### src/shared/mpe_pkg.sv
/*
 * mpe_pkg: shared constants for the motor pwm and encoder count block.
 * assumes a single 20 MHz peripheral clock and 16-bit timer registers.
 */
`default_nettype none
package mpe_pkg;
    localparam int CNT_W = 16;
    localparam logic [15:0] ZERO_VAL = 16'h0000;
    localparam logic [15:0] ONE_VAL = 16'h0001;
    localparam logic [15:0] MAX_VAL = 16'hffff;
    localparam logic [15:0] CNT_RST = 16'h0000;
    localparam logic [15:0] CYCLE_RST = 16'hffff;
    localparam logic [15:0] HALF_RST = 16'h7fff;
    localparam logic [15:0] DEAD_RST = 16'h0001;
    localparam logic [15:0] DUTY_RST = 16'h0000;
    localparam int ACCESS_ENABLE_POS = 0;
    localparam logic [7:0] PROTECT_RST = 8'h01;
    typedef enum logic [1:0] {
        MPE_MODE_NORMAL,
        MPE_MODE_RESET_SYNC,
        MPE_MODE_COMPL
    } mpe_mode_t;
endpackage
`default_nettype wire

### src/core/mpe_quad_counter.sv
/*
 * mpe_quad_counter: quadrature count mode 4 counter for one encoder channel.
 * assumes raw encoder pins, asynchronous to i_clk, on the two phase inputs.
 */
`default_nettype none
module mpe_quad_counter #(
    parameter int WIDTH = 16
) (
    input wire logic i_clk,
    input wire logic i_rstn,
    input wire logic i_ce,
    input wire logic i_enc_a,
    input wire logic i_enc_b,
    input wire logic i_ovf_clr,
    input wire logic i_unf_clr,
    output logic [WIDTH-1:0] o_count,
    output logic o_count_clk,
    output logic o_overflow_flag,
    output logic o_underflow_flag
);
    initial begin
        if (WIDTH < 2) $error("width too small");
    end

    logic [1:0] a_sync;
    logic [1:0] b_sync;
    logic b_prev;
    logic [WIDTH-1:0] count;
    logic ovf;
    logic unf;
    logic pulse;
    logic [1:0] next_a_sync;
    logic [1:0] next_b_sync;
    logic next_b_prev;
    logic [WIDTH-1:0] next_count;
    logic next_ovf;
    logic next_unf;
    logic next_pulse;
    logic b_rise;
    logic b_fall;
    logic up;
    logic down;

    always_comb begin
        // second stage only is looked at; first stage feeds nothing else
        next_a_sync = {a_sync[0], i_enc_a};
        next_b_sync = {b_sync[0], i_enc_b};
        next_b_prev = b_sync[1];
        b_rise = b_sync[1] & ~b_prev;
        b_fall = ~b_sync[1] & b_prev;
        // a edges never count in this mode
        up = (a_sync[1] & b_fall) | (~a_sync[1] & b_rise);
        down = (a_sync[1] & b_rise) | (~a_sync[1] & b_fall);
        next_count = count;
        next_pulse = up | down;
        next_ovf = ovf & ~i_ovf_clr;
        next_unf = unf & ~i_unf_clr;
        if (up) begin
            next_count = count + 1'b1;
            if (&count) next_ovf = 1'b1;
        end else if (down) begin
            next_count = count - 1'b1;
            if (count == '0) next_unf = 1'b1;
        end
    end

    always_ff @(posedge i_clk or negedge i_rstn) begin
        if (!i_rstn) begin
            a_sync <= 2'h0;
            b_sync <= 2'h0;
            b_prev <= 1'b0;
            count <= '0;
            ovf <= 1'b0;
            unf <= 1'b0;
            pulse <= 1'b0;
        end else if (i_ce) begin
            a_sync <= next_a_sync;
            b_sync <= next_b_sync;
            b_prev <= next_b_prev;
            count <= next_count;
            ovf <= next_ovf;
            unf <= next_unf;
            pulse <= next_pulse;
        end
    end

    assign o_count = count;
    assign o_count_clk = pulse;
    assign o_overflow_flag = ovf;
    assign o_underflow_flag = unf;

    property p_ovf_set;
        @(posedge i_clk) disable iff (!i_rstn)
        (i_ce && up && (&count)) |=> ovf;
    endproperty
    a_ovf_set: assert property (p_ovf_set) else $error("overflow lost");

    property p_a_only;
        @(posedge i_clk) disable iff (!i_rstn)
        (i_ce && b_sync[1] == b_prev) |=> $stable(count);
    endproperty
    a_a_only: assert property (p_a_only) else $error("count moved on a");
endmodule
`default_nettype wire

### src/core/mpe_motor_timer.sv
/*
 * mpe_motor_timer: encoder count with capture coupling, reset-synchronized
 * and complementary pwm on the two motor channels.
 * assumes software drives the register write ports on i_clk and keeps
 * counters zero before starting reset-synchronized pwm.
 */
`default_nettype none
module mpe_motor_timer (
    input wire logic i_clk,
    input wire logic i_rstn,
    input wire logic i_ce,
    input wire logic i_enc_a_in_ch1,
    input wire logic i_enc_b_in_ch1,
    input wire logic i_ovf_clr,
    input wire logic i_unf_clr,
    input wire logic [15:0] i_speed_period_compare,
    input wire logic [15:0] i_position_period_compare,
    input wire logic i_capture_on_count_clk,
    input wire logic i_capture_buffer_mode,
    input wire mpe_pkg::mpe_mode_t i_mode,
    input wire logic i_start,
    input wire logic i_period_toggle_en,
    input wire logic i_dead_time_en,
    input wire logic [7:0] i_write_protect_wdata,
    input wire logic i_write_protect_we,
    input wire logic [15:0] i_wdata,
    input wire logic i_cnt_a_we,
    input wire logic i_cnt_b_we,
    input wire logic i_cycle_limit_we,
    input wire logic i_phase1_we,
    input wire logic i_phase2_we,
    input wire logic i_phase3_we,
    input wire logic i_deadtime_we,
    input wire logic i_half_cycle_we,
    input wire logic i_cycle_buf_we,
    input wire logic i_phase1_buf_we,
    input wire logic i_phase2_buf_we,
    input wire logic i_phase3_buf_we,
    input wire logic i_half_buf_we,
    output logic [15:0] o_up_down_counter,
    output logic o_overflow_flag,
    output logic o_underflow_flag,
    output logic [15:0] o_pulse_width_capture,
    output logic [15:0] o_pulse_width_capture_buffer,
    output logic [15:0] o_count_snapshot_a,
    output logic [15:0] o_count_snapshot_b,
    output logic [15:0] o_carrier_counter_a,
    output logic [15:0] o_carrier_counter_b,
    output logic [15:0] o_deadtime_subcounter,
    output logic [15:0] o_cycle_limit_reg,
    output logic [15:0] o_phase1_compare,
    output logic [15:0] o_phase2_compare,
    output logic [15:0] o_phase3_compare,
    output logic [15:0] o_deadtime_value,
    output logic [15:0] o_half_cycle_value,
    output logic [15:0] o_cycle_limit_buffer,
    output logic [15:0] o_phase1_buffer,
    output logic [15:0] o_phase2_buffer,
    output logic [15:0] o_phase3_buffer,
    output logic [15:0] o_half_cycle_buffer,
    output logic [7:0] o_write_protect_reg,
    output logic o_pwm_pins_active,
    output logic o_period_toggle_out,
    output logic o_period_toggle_active,
    output logic o_pwm1_pos_out,
    output logic o_pwm1_neg_out,
    output logic o_pwm2_pos_out,
    output logic o_pwm2_neg_out,
    output logic o_pwm3_pos_out,
    output logic o_pwm3_neg_out
);
    logic [15:0] enc_count;
    logic enc_clk;
    mpe_quad_counter #(.WIDTH(mpe_pkg::CNT_W)) u_quad (
        .i_clk(i_clk),
        .i_rstn(i_rstn),
        .i_ce(i_ce),
        .i_enc_a(i_enc_a_in_ch1),
        .i_enc_b(i_enc_b_in_ch1),
        .i_ovf_clr(i_ovf_clr),
        .i_unf_clr(i_unf_clr),
        .o_count(enc_count),
        .o_count_clk(enc_clk),
        .o_overflow_flag(o_overflow_flag),
        .o_underflow_flag(o_underflow_flag)
    );

    // capture channel: free-running period counter, cleared by position match
    logic [15:0] per_cnt, pw_cnt, pw_cap, pw_buf, snap_a, snap_b;
    logic [15:0] next_per_cnt, next_pw_cnt, next_pw_cap, next_pw_buf;
    logic [15:0] next_snap_a, next_snap_b;
    logic spd_match, pos_match;

    always_comb begin
        spd_match = per_cnt == i_speed_period_compare;
        pos_match = per_cnt == i_position_period_compare;
        next_per_cnt = pos_match ? mpe_pkg::ZERO_VAL : per_cnt + 1'b1;
        next_pw_cnt = pw_cnt + 1'b1;
        next_pw_cap = pw_cap;
        next_pw_buf = pw_buf;
        next_snap_a = spd_match ? enc_count : snap_a;
        next_snap_b = pos_match ? enc_count : snap_b;
        if (i_capture_on_count_clk && enc_clk) begin
            next_pw_cap = pw_cnt;
            next_pw_cnt = mpe_pkg::ZERO_VAL;
            if (i_capture_buffer_mode) next_pw_buf = pw_cap;
        end
    end

    always_ff @(posedge i_clk or negedge i_rstn) begin
        if (!i_rstn) begin
            per_cnt <= mpe_pkg::CNT_RST;
            pw_cnt <= mpe_pkg::CNT_RST;
            pw_cap <= mpe_pkg::CNT_RST;
            pw_buf <= mpe_pkg::CNT_RST;
            snap_a <= mpe_pkg::CNT_RST;
            snap_b <= mpe_pkg::CNT_RST;
        end else if (i_ce) begin
            per_cnt <= next_per_cnt;
            pw_cnt <= next_pw_cnt;
            pw_cap <= next_pw_cap;
            pw_buf <= next_pw_buf;
            snap_a <= next_snap_a;
            snap_b <= next_snap_b;
        end
    end

    // motor channels
    logic [15:0] cnt_a, cnt_b, sub_cnt, cyc, ph1, ph2, ph3, dead, half;
    logic [15:0] cyc_buf, ph1_buf, ph2_buf, ph3_buf, half_buf;
    logic [15:0] stg1, stg2, stg3;
    logic [7:0] prot;
    logic dir_a_down, dir_b_down, tog, p1, p2, p3;
    mpe_pkg::mpe_mode_t mode_q;
    logic [15:0] next_cnt_a, next_cnt_b, next_sub_cnt, next_cyc;
    logic [15:0] next_ph1, next_ph2, next_ph3, next_dead, next_half;
    logic [15:0] next_cyc_buf, next_ph1_buf, next_ph2_buf, next_ph3_buf;
    logic [15:0] next_half_buf, next_stg1, next_stg2, next_stg3;
    logic [7:0] next_prot;
    logic next_dir_a_down, next_dir_b_down, next_tog;
    logic next_p1, next_p2, next_p3;
    logic wr_ok, rs, cp, enter_cp, clr_a;
    logic [15:0] cmp_cnt;
    logic m1, m2, m3;

    always_comb begin
        wr_ok = prot[mpe_pkg::ACCESS_ENABLE_POS];
        rs = i_mode == mpe_pkg::MPE_MODE_RESET_SYNC;
        cp = i_mode == mpe_pkg::MPE_MODE_COMPL;
        enter_cp = cp && (mode_q != mpe_pkg::MPE_MODE_COMPL);
        next_prot = i_write_protect_we ? i_write_protect_wdata : prot;
        // buffers take writes regardless of protection
        next_cyc_buf = i_cycle_buf_we ? i_wdata : cyc_buf;
        next_ph1_buf = i_phase1_buf_we ? i_wdata : ph1_buf;
        next_ph2_buf = i_phase2_buf_we ? i_wdata : ph2_buf;
        next_ph3_buf = i_phase3_buf_we ? i_wdata : ph3_buf;
        next_half_buf = i_half_buf_we ? i_wdata : half_buf;
        // staging follows buffers; no cpu port reaches it
        next_stg1 = ph1_buf;
        next_stg2 = ph2_buf;
        next_stg3 = ph3_buf;
        next_cyc = (i_cycle_limit_we && wr_ok) ? i_wdata : cyc;
        next_ph1 = (i_phase1_we && wr_ok) ? i_wdata : ph1;
        next_ph2 = (i_phase2_we && wr_ok) ? i_wdata : ph2;
        next_ph3 = (i_phase3_we && wr_ok) ? i_wdata : ph3;
        next_dead = (i_deadtime_we && wr_ok) ? i_wdata : dead;
        next_half = (i_half_cycle_we && wr_ok) ? i_wdata : half;
        next_cnt_a = (i_cnt_a_we && wr_ok) ? i_wdata : cnt_a;
        next_cnt_b = (i_cnt_b_we && wr_ok) ? i_wdata : cnt_b;
        next_sub_cnt = sub_cnt;
        next_dir_a_down = dir_a_down;
        next_dir_b_down = dir_b_down;
        next_tog = tog;
        next_p1 = p1;
        next_p2 = p2;
        next_p3 = p3;
        clr_a = 1'b0;
        // the dead time subcounter tracks a with the a-b offset removed
        cmp_cnt = cnt_b;
        m1 = cmp_cnt == ph1;
        m2 = cmp_cnt == ph2;
        m3 = cmp_cnt == ph3;
        if (enter_cp) begin
            // dead time register itself is not a buffered value
            next_cyc = cyc_buf;
            next_half = half_buf;
            next_ph1 = ph1_buf;
            next_ph2 = ph2_buf;
            next_ph3 = ph3_buf;
            next_stg1 = ph1_buf;
            next_stg2 = ph2_buf;
            next_stg3 = ph3_buf;
            next_cnt_a = dead;
            next_cnt_b = mpe_pkg::ZERO_VAL;
            next_sub_cnt = mpe_pkg::ZERO_VAL;
            next_dir_a_down = 1'b0;
            next_dir_b_down = 1'b0;
            next_p1 = 1'b0;
            next_p2 = 1'b0;
            next_p3 = 1'b0;
        end else if (rs && i_start) begin
            m1 = cnt_a == ph1;
            m2 = cnt_a == ph2;
            m3 = cnt_a == ph3;
            clr_a = cnt_a == cyc;
            // up-only sawtooth, cleared on cycle limit
            next_cnt_a = clr_a ? mpe_pkg::ZERO_VAL : cnt_a + 1'b1;
            next_cnt_b = clr_a ? mpe_pkg::ZERO_VAL : cnt_b + 1'b1;
            // toggle on each phase match and on every clear
            next_p1 = p1 ^ (m1 | clr_a);
            next_p2 = p2 ^ (m2 | clr_a);
            next_p3 = p3 ^ (m3 | clr_a);
        end else if (cp && i_start) begin
            if (!dir_a_down) begin
                next_cnt_a = cnt_a + 1'b1;
                if (cnt_a + 1'b1 == cyc) next_dir_a_down = 1'b1;
            end else begin
                next_cnt_a = cnt_a - 1'b1;
                if (cnt_a - 1'b1 == dead) next_dir_a_down = 1'b0;
            end
            if (!dir_b_down) begin
                next_cnt_b = cnt_b + 1'b1;
                if (cnt_b + 1'b1 == half) next_dir_b_down = 1'b1;
            end else begin
                next_cnt_b = cnt_b - 1'b1;
                if (cnt_b == mpe_pkg::ONE_VAL) next_dir_b_down = 1'b0;
            end
            next_sub_cnt = cnt_a - dead;
            // the turn flag clears on the step into the trough, so the
            // trough is caught on that step rather than after it
            if (dir_a_down && (cnt_a - 1'b1 == dead)) begin
                next_tog = ~tog;
                next_ph1 = stg1;
                next_ph2 = stg2;
                next_ph3 = stg3;
                next_cyc = cyc_buf;
                next_half = half_buf;
            end
            next_p1 = cmp_cnt < ph1;
            next_p2 = cmp_cnt < ph2;
            next_p3 = cmp_cnt < ph3;
        end
    end

    always_ff @(posedge i_clk or negedge i_rstn) begin
        if (!i_rstn) begin
            cnt_a <= mpe_pkg::CNT_RST;
            cnt_b <= mpe_pkg::CNT_RST;
            sub_cnt <= mpe_pkg::CNT_RST;
            cyc <= mpe_pkg::CYCLE_RST;
            ph1 <= mpe_pkg::DUTY_RST;
            ph2 <= mpe_pkg::DUTY_RST;
            ph3 <= mpe_pkg::DUTY_RST;
            dead <= mpe_pkg::DEAD_RST;
            half <= mpe_pkg::HALF_RST;
            cyc_buf <= mpe_pkg::CYCLE_RST;
            ph1_buf <= mpe_pkg::DUTY_RST;
            ph2_buf <= mpe_pkg::DUTY_RST;
            ph3_buf <= mpe_pkg::DUTY_RST;
            half_buf <= mpe_pkg::HALF_RST;
            stg1 <= mpe_pkg::DUTY_RST;
            stg2 <= mpe_pkg::DUTY_RST;
            stg3 <= mpe_pkg::DUTY_RST;
            prot <= mpe_pkg::PROTECT_RST;
            dir_a_down <= 1'b0;
            dir_b_down <= 1'b0;
            tog <= 1'b0;
            p1 <= 1'b0;
            p2 <= 1'b0;
            p3 <= 1'b0;
            mode_q <= mpe_pkg::MPE_MODE_NORMAL;
        end else if (i_ce) begin
            cnt_a <= next_cnt_a;
            cnt_b <= next_cnt_b;
            sub_cnt <= next_sub_cnt;
            cyc <= next_cyc;
            ph1 <= next_ph1;
            ph2 <= next_ph2;
            ph3 <= next_ph3;
            dead <= next_dead;
            half <= next_half;
            cyc_buf <= next_cyc_buf;
            ph1_buf <= next_ph1_buf;
            ph2_buf <= next_ph2_buf;
            ph3_buf <= next_ph3_buf;
            half_buf <= next_half_buf;
            stg1 <= next_stg1;
            stg2 <= next_stg2;
            stg3 <= next_stg3;
            prot <= next_prot;
            dir_a_down <= next_dir_a_down;
            dir_b_down <= next_dir_b_down;
            tog <= next_tog;
            p1 <= next_p1;
            p2 <= next_p2;
            p3 <= next_p3;
            mode_q <= i_mode;
        end
    end

    logic pwm_on, dt_gap;
    always_comb begin
        pwm_on = rs | cp;
        // dead time gap: both sides low while a and b disagree on phase
        dt_gap = cp && i_dead_time_en && (sub_cnt != cnt_b);
    end
    assign o_pwm_pins_active = pwm_on;
    assign o_period_toggle_active = cp && i_period_toggle_en;
    assign o_period_toggle_out = tog;
    assign o_pwm1_pos_out = pwm_on & p1 & ~dt_gap;
    assign o_pwm1_neg_out = pwm_on & ~p1 & ~dt_gap;
    assign o_pwm2_pos_out = pwm_on & p2 & ~dt_gap;
    assign o_pwm2_neg_out = pwm_on & ~p2 & ~dt_gap;
    assign o_pwm3_pos_out = pwm_on & p3 & ~dt_gap;
    assign o_pwm3_neg_out = pwm_on & ~p3 & ~dt_gap;
    assign o_up_down_counter = enc_count;
    assign o_pulse_width_capture = pw_cap;
    assign o_pulse_width_capture_buffer = pw_buf;
    assign o_count_snapshot_a = snap_a;
    assign o_count_snapshot_b = snap_b;
    assign o_carrier_counter_a = cnt_a;
    assign o_carrier_counter_b = cnt_b;
    assign o_deadtime_subcounter = sub_cnt;
    assign o_cycle_limit_reg = cyc;
    assign o_phase1_compare = ph1;
    assign o_phase2_compare = ph2;
    assign o_phase3_compare = ph3;
    assign o_deadtime_value = dead;
    assign o_half_cycle_value = half;
    assign o_cycle_limit_buffer = cyc_buf;
    assign o_phase1_buffer = ph1_buf;
    assign o_phase2_buffer = ph2_buf;
    assign o_phase3_buffer = ph3_buf;
    assign o_half_cycle_buffer = half_buf;
    assign o_write_protect_reg = prot;

    property p_rs_clear;
        @(posedge i_clk) disable iff (!i_rstn)
        (i_ce && rs && i_start && !enter_cp && cnt_a == cyc) |=> cnt_a == 16'h0;
    endproperty
    a_rs_clear: assert property (p_rs_clear) else $error("no clear");
    property p_rs_tog;
        @(posedge i_clk) disable iff (!i_rstn)
        (i_ce && rs && i_start && clr_a && !m1) |=> p1 != $past(p1);
    endproperty
    a_rs_tog: assert property (p_rs_tog) else $error("no toggle");
    property p_prot;
        @(posedge i_clk) disable iff (!i_rstn)
        (i_ce && !wr_ok && !cp && !rs && i_cycle_limit_we) |=> $stable(cyc);
    endproperty
    a_prot: assert property (p_prot) else $error("protected write");
    property p_enter;
        @(posedge i_clk) disable iff (!i_rstn)
        (i_ce && enter_cp) |=> (cyc == $past(cyc_buf)) && cnt_a == $past(dead)
            && cnt_b == 16'h0;
    endproperty
    a_enter: assert property (p_enter) else $error("bad entry load");
    property p_inv;
        @(posedge i_clk) disable iff (!i_rstn)
        rs |-> o_pwm1_neg_out == !o_pwm1_pos_out;
    endproperty
    a_inv: assert property (p_inv) else $error("not inverse");
    property p_buf;
        @(posedge i_clk) disable iff (!i_rstn)
        (i_ce && i_phase1_buf_we) |=> ph1_buf == $past(i_wdata);
    endproperty
    a_buf: assert property (p_buf) else $error("buffer write lost");
    c_rs_clear: cover property (@(posedge i_clk) rs && clr_a);
    c_cp_turn: cover property (@(posedge i_clk) cp && i_start && dir_a_down);
    c_enc: cover property (@(posedge i_clk) enc_clk);
endmodule
`default_nettype wire

### config.mk
export PLATFORM = sky130hd
export DESIGN_NAME = mpe_motor_timer
export DESIGN_NICKNAME = d
export VERILOG_FILES = /design/src/shared/mpe_pkg.sv /design/src/core/mpe_quad_counter.sv /design/src/core/mpe_motor_timer.sv
export SDC_FILE = /design/constraint.sdc
export NUM_CORES = 1
export LEC_CHECK = 0
export ABC_AREA = 1
export BUFFER_PORTS_ARGS = -buffer_cell sky130_fd_sc_hd__buf_2
export CAP_MARGIN = 10
export CORE_MARGIN = 1.5
export CORE_UTILIZATION = 52
export DETAILED_ROUTE_END_ITERATION = 16
export HOLD_SLACK_MARGIN = 0.02
export PLACE_DENSITY = 0.77
export RECOVER_POWER = 50
export SLEW_MARGIN = 20
export SYNTH_ARGS = -nofsm -noshare
export SYNTH_HDL_FRONTEND = slang
export SYNTH_SLANG_ARGS = --single-unit
### constraint.sdc
create_clock -name i_clk -period 2.75 [get_ports i_clk]
set_input_delay 0.825 -clock i_clk [delete_from_list [all_inputs] [get_ports i_clk]]
set_output_delay 0.825 -clock i_clk [all_outputs]
set_load 0.02 [all_outputs]
==> results.json <==
{
  "violations": "max-capacitance violations, max-slew violations, negative setup slack",
  "r2r_cells": 15,
  "synthCells": 3451,
  "fin_crit_sh": 1.18,
  "yosysSeqAreaShare": 0.405,
  "coreArea_mm2": 0.0479,
  "syn_to_final_growth_pct": 23.4,
  "max_freq_ghz": 0.309,
  "regToRegSetupSlack_ps": 60,
  "avgSynthCellArea_um2": 7.36,
  "place_ws_ps": -356,
  "fin_area_mm2": 0.0314,
  "pin_count": 407,
  "slew_viol_final": 176,
  "r2r-start": "u_quad.b_sync[1]",
  "crit_type": "flop to output pin",
  "grt_pass1_wl_mm": 144,
  "layout.cells.non_filler": 4623,
  "max_slew_margin": -0.0912,
  "syn_area_mm2": 0.0254,
  "whs_path_depth": 2,
  "via_per_inst": 5.74,
  "grt.overflow.total": 0,
  "power.density_mw_per_mm2": 863,
  "clk_path_buf_depth": 3,
  "finClkSkew_ps": 32.8,
  "wl_per_cell_um": 21.0,
  "grt_max_degree": 122,
  "antenna_found_initial": 4,
  "cts_root_buffer": "clkbuf_16",
  "p_leak_nw": 16.4,
  "synth_ff_type": "dfrtp_1",
  "p_int_mw": 15.3,
  "post-route-util": 0.654,
  "layout_commonest_cell": "nand2_1",
  "reg2reg_to": "u_quad.o_count[13]",
  "hold-path-endpoint": "o_write_protect_reg[2]",
  "critical_path.max_fanout": 3,
  "drt_first_pass_iters": 6,
  "yosys_warnings": 0,
  "cts_tree": "built",
  "dieArea_mm2": 0.0502,
  "cts_sinks": 408,
  "cap_violations": 2,
  "drtIter0Drc": 3224,
  "worstPathRequired_ps": 1930,
  "synth_cell_type_count": 61,
  "dpl_cell_area_mm2": 0.0294,
  "worstHoldPathType": "input port to flop",
  "wl_mm": 97.2,
  "startpoint_type": "flop",
  "layout_common_cells": "nand2_1, buf_2, o21ai_0, inv_1, dfrtp_1",
  "gp_congestion": 1.07,
  "port_buffers": 406,
  "post-place-cells": 4519,
  "clkPwrFrac": 0.236,
  "die_w_um": 224,
  "ant_nets": 0,
  "switching_power_mw": 11.7,
  "ys_ff_latch": 408,
  "synth_nets": 3620,
  "power_frac_comb": 0.436,
  "drcViolationCount": 0,
  "status": "finished, violations left",
  "p_sw_frac": 0.434,
  "seqPwrFrac": 0.328,
  "power_mw": 27.1,
  "vias": 26500,
  "start_util": 0.530,
  "report.final.hold_viol_count": 0,
  "rsz0062_at_grt": "true",
  "async_reset_ff_frac": 1.00,
  "worstMarginPinSlew_ps": 1640,
  "holdCritStartpoint": "i_write_protect_wdata[2]",
  "postCtsHoldBufs": 0,
  "synth_edf_count": 0,
  "crit_arrival_ps": 2410,
  "cts.htree.levels": 2,
  "setup_viol": 31,
  "clkTransAtPathRegs_ps": 70,
  "setup_slack_ps": -487,
  "cp-end-kind": "output pin",
  "grt_pass1_vias": 24500,
  "min_period_ps": 3240,
  "clock_insertion_delay_worst_skew_ps": 600,
  "num_rows": 80,
  "groute.usage.overall": 0.376,
  "die_h_um": 224,
  "cts_buffers": 46,
  "ir_worst_vdd_uv": 539,
  "dp_hpwl_mm": 71.1,
  "nets": 4138,
  "drive_gt1_frac": 0.239
}
cell type report:
cell class / instances / area, um^2
Sequential cell: 408 / 10300
Timing Repair Buffer: 646 / 4120
Clock buffer: 60 / 1280
Multi-Input combinational cell: 2503 / 13300
Antenna cell: 3 / 7.51
Tap cell: 615 / 769
Clock inverter: 24 / 248
Fill cell: 4208 / 16600
Inverter: 364 / 1370
repair_timing:
action / CTS / global route
pin swaps: 4 / 17
setup endpoints to repair: 77 / 100
setup buffers: 2 / 11
gates resized for setup: 26 / 68
cloned: 0 / 4
power by group through the flow:
stage / clock network, mW / logic (mW) / registers (mW)
after floorplan: 0 / 5.85 / 9.54
after global placement: 0 / 10.8 / 8.85
after detailed placement: 0 / 11.0 / 8.86
after CTS: 6.42 / 11.1 / 8.77
after global routing: 6.65 / 12.8 / 8.98
final: 6.39 / 11.8 / 8.88
logic make-up (layout without fill, tap and decap cells):
logic type | after synthesis | after routing | synth area share
AND/OR/NAND/NOR | 1637 | 1637 | 0.279
AO/OA/AOI/OAI | 632 | 632 | 0.133
buffers and inverters | 540 | 1094 | 0.0863
flip-flops | 408 | 408 | 0.405
XOR/XNOR | 125 | 125 | 0.0442
adder cells (fa/ha/maj) | 85 | 85 | 0.0425
multiplexers | 24 | 24 | 0.0106
other | 0 | 3 | 0
worst max path at each step:
stage	start	to	slack [ps]	cells after the start
2_1_floorplan	o_carrier_counter_b[11]	o_pwm1_neg_out	40	10
3_3_place_gp	i_mode[0]	o_phase1_compare[5]	-180	19
3_5_place_dp	i_mode[0]	o_phase2_compare[1]	-360	19
4_1_cts	o_carrier_counter_b[6]	o_pwm2_neg_out	-570	12
5_1_grt	o_carrier_counter_b[6]	o_pwm3_pos_out	-600	12
6_report	o_deadtime_subcounter[11]	o_pwm2_pos_out	-490	11
routing by layer:
layer,vias to the layer above,wire (um),GRT usage
met4,0,6850,0.223
li1,12300,-,-
met2,1504,42100,0.564
met1,12400,38200,0.509
met5,-,0,0
met3,371,9970,0.0677
stage by stage:
| step | hold WS, ps | setup TNS, ps |
|---|---|---|
| global placement | 454 | -13360 |
| CTS | 198 | -3410 |
| floorplan | 442 | 0 |
| finish | 453 | -5020 |
| global route | 467 | -14660 |
| detailed placement | 459 | -24420 |
critical path, cell delays in order, from the launching register on:
cell	delay, ps
dfrtp_1	400
inv_1	80
nor2_1	50
nor3_2	210
nand3_2	120
a2111oi_4	290
nand2_4	120
nand3_2	80
nand2_2	70
buf_6	150
nor2_4	120
buf_6	130
cell usage after synthesis (all sizes together) (2+ instances only):
cell type  count  area (um^2)
xor2          76          666
dfrtp        344         8610
dfstp         64         1680
o31ai          5         37.5
nand3        289         1580
o22ai         13         81.3
nor3          49          257
clkinv         3         11.3
nand4         37          231
a211oi         2         15.0
a41oi          4         35.0
clkbuf       132          495
mux2          24          270
a31oi          3         18.8
nor2         181          754
a221oi         4         35.0
nand2       1050         4060
nor4          11         68.8
a32o           2         20.0
buf           44          330
ha            83         1040
a21boi         3         22.5
o21a           2         15.0
o21ai        401         2010
nor3b          3         22.5
a21o           6         45.0
inv          361         1360
a31o           2         17.5
or2           12         75.1
nand3b         2         15.0
xnor2         47          412
a22oi          9         67.6
o211ai        17          128
xnor3          2         45.0
fa             2         40.0
a21oi        153          766
Note: power is estimated with default switching activity, not from simulation.
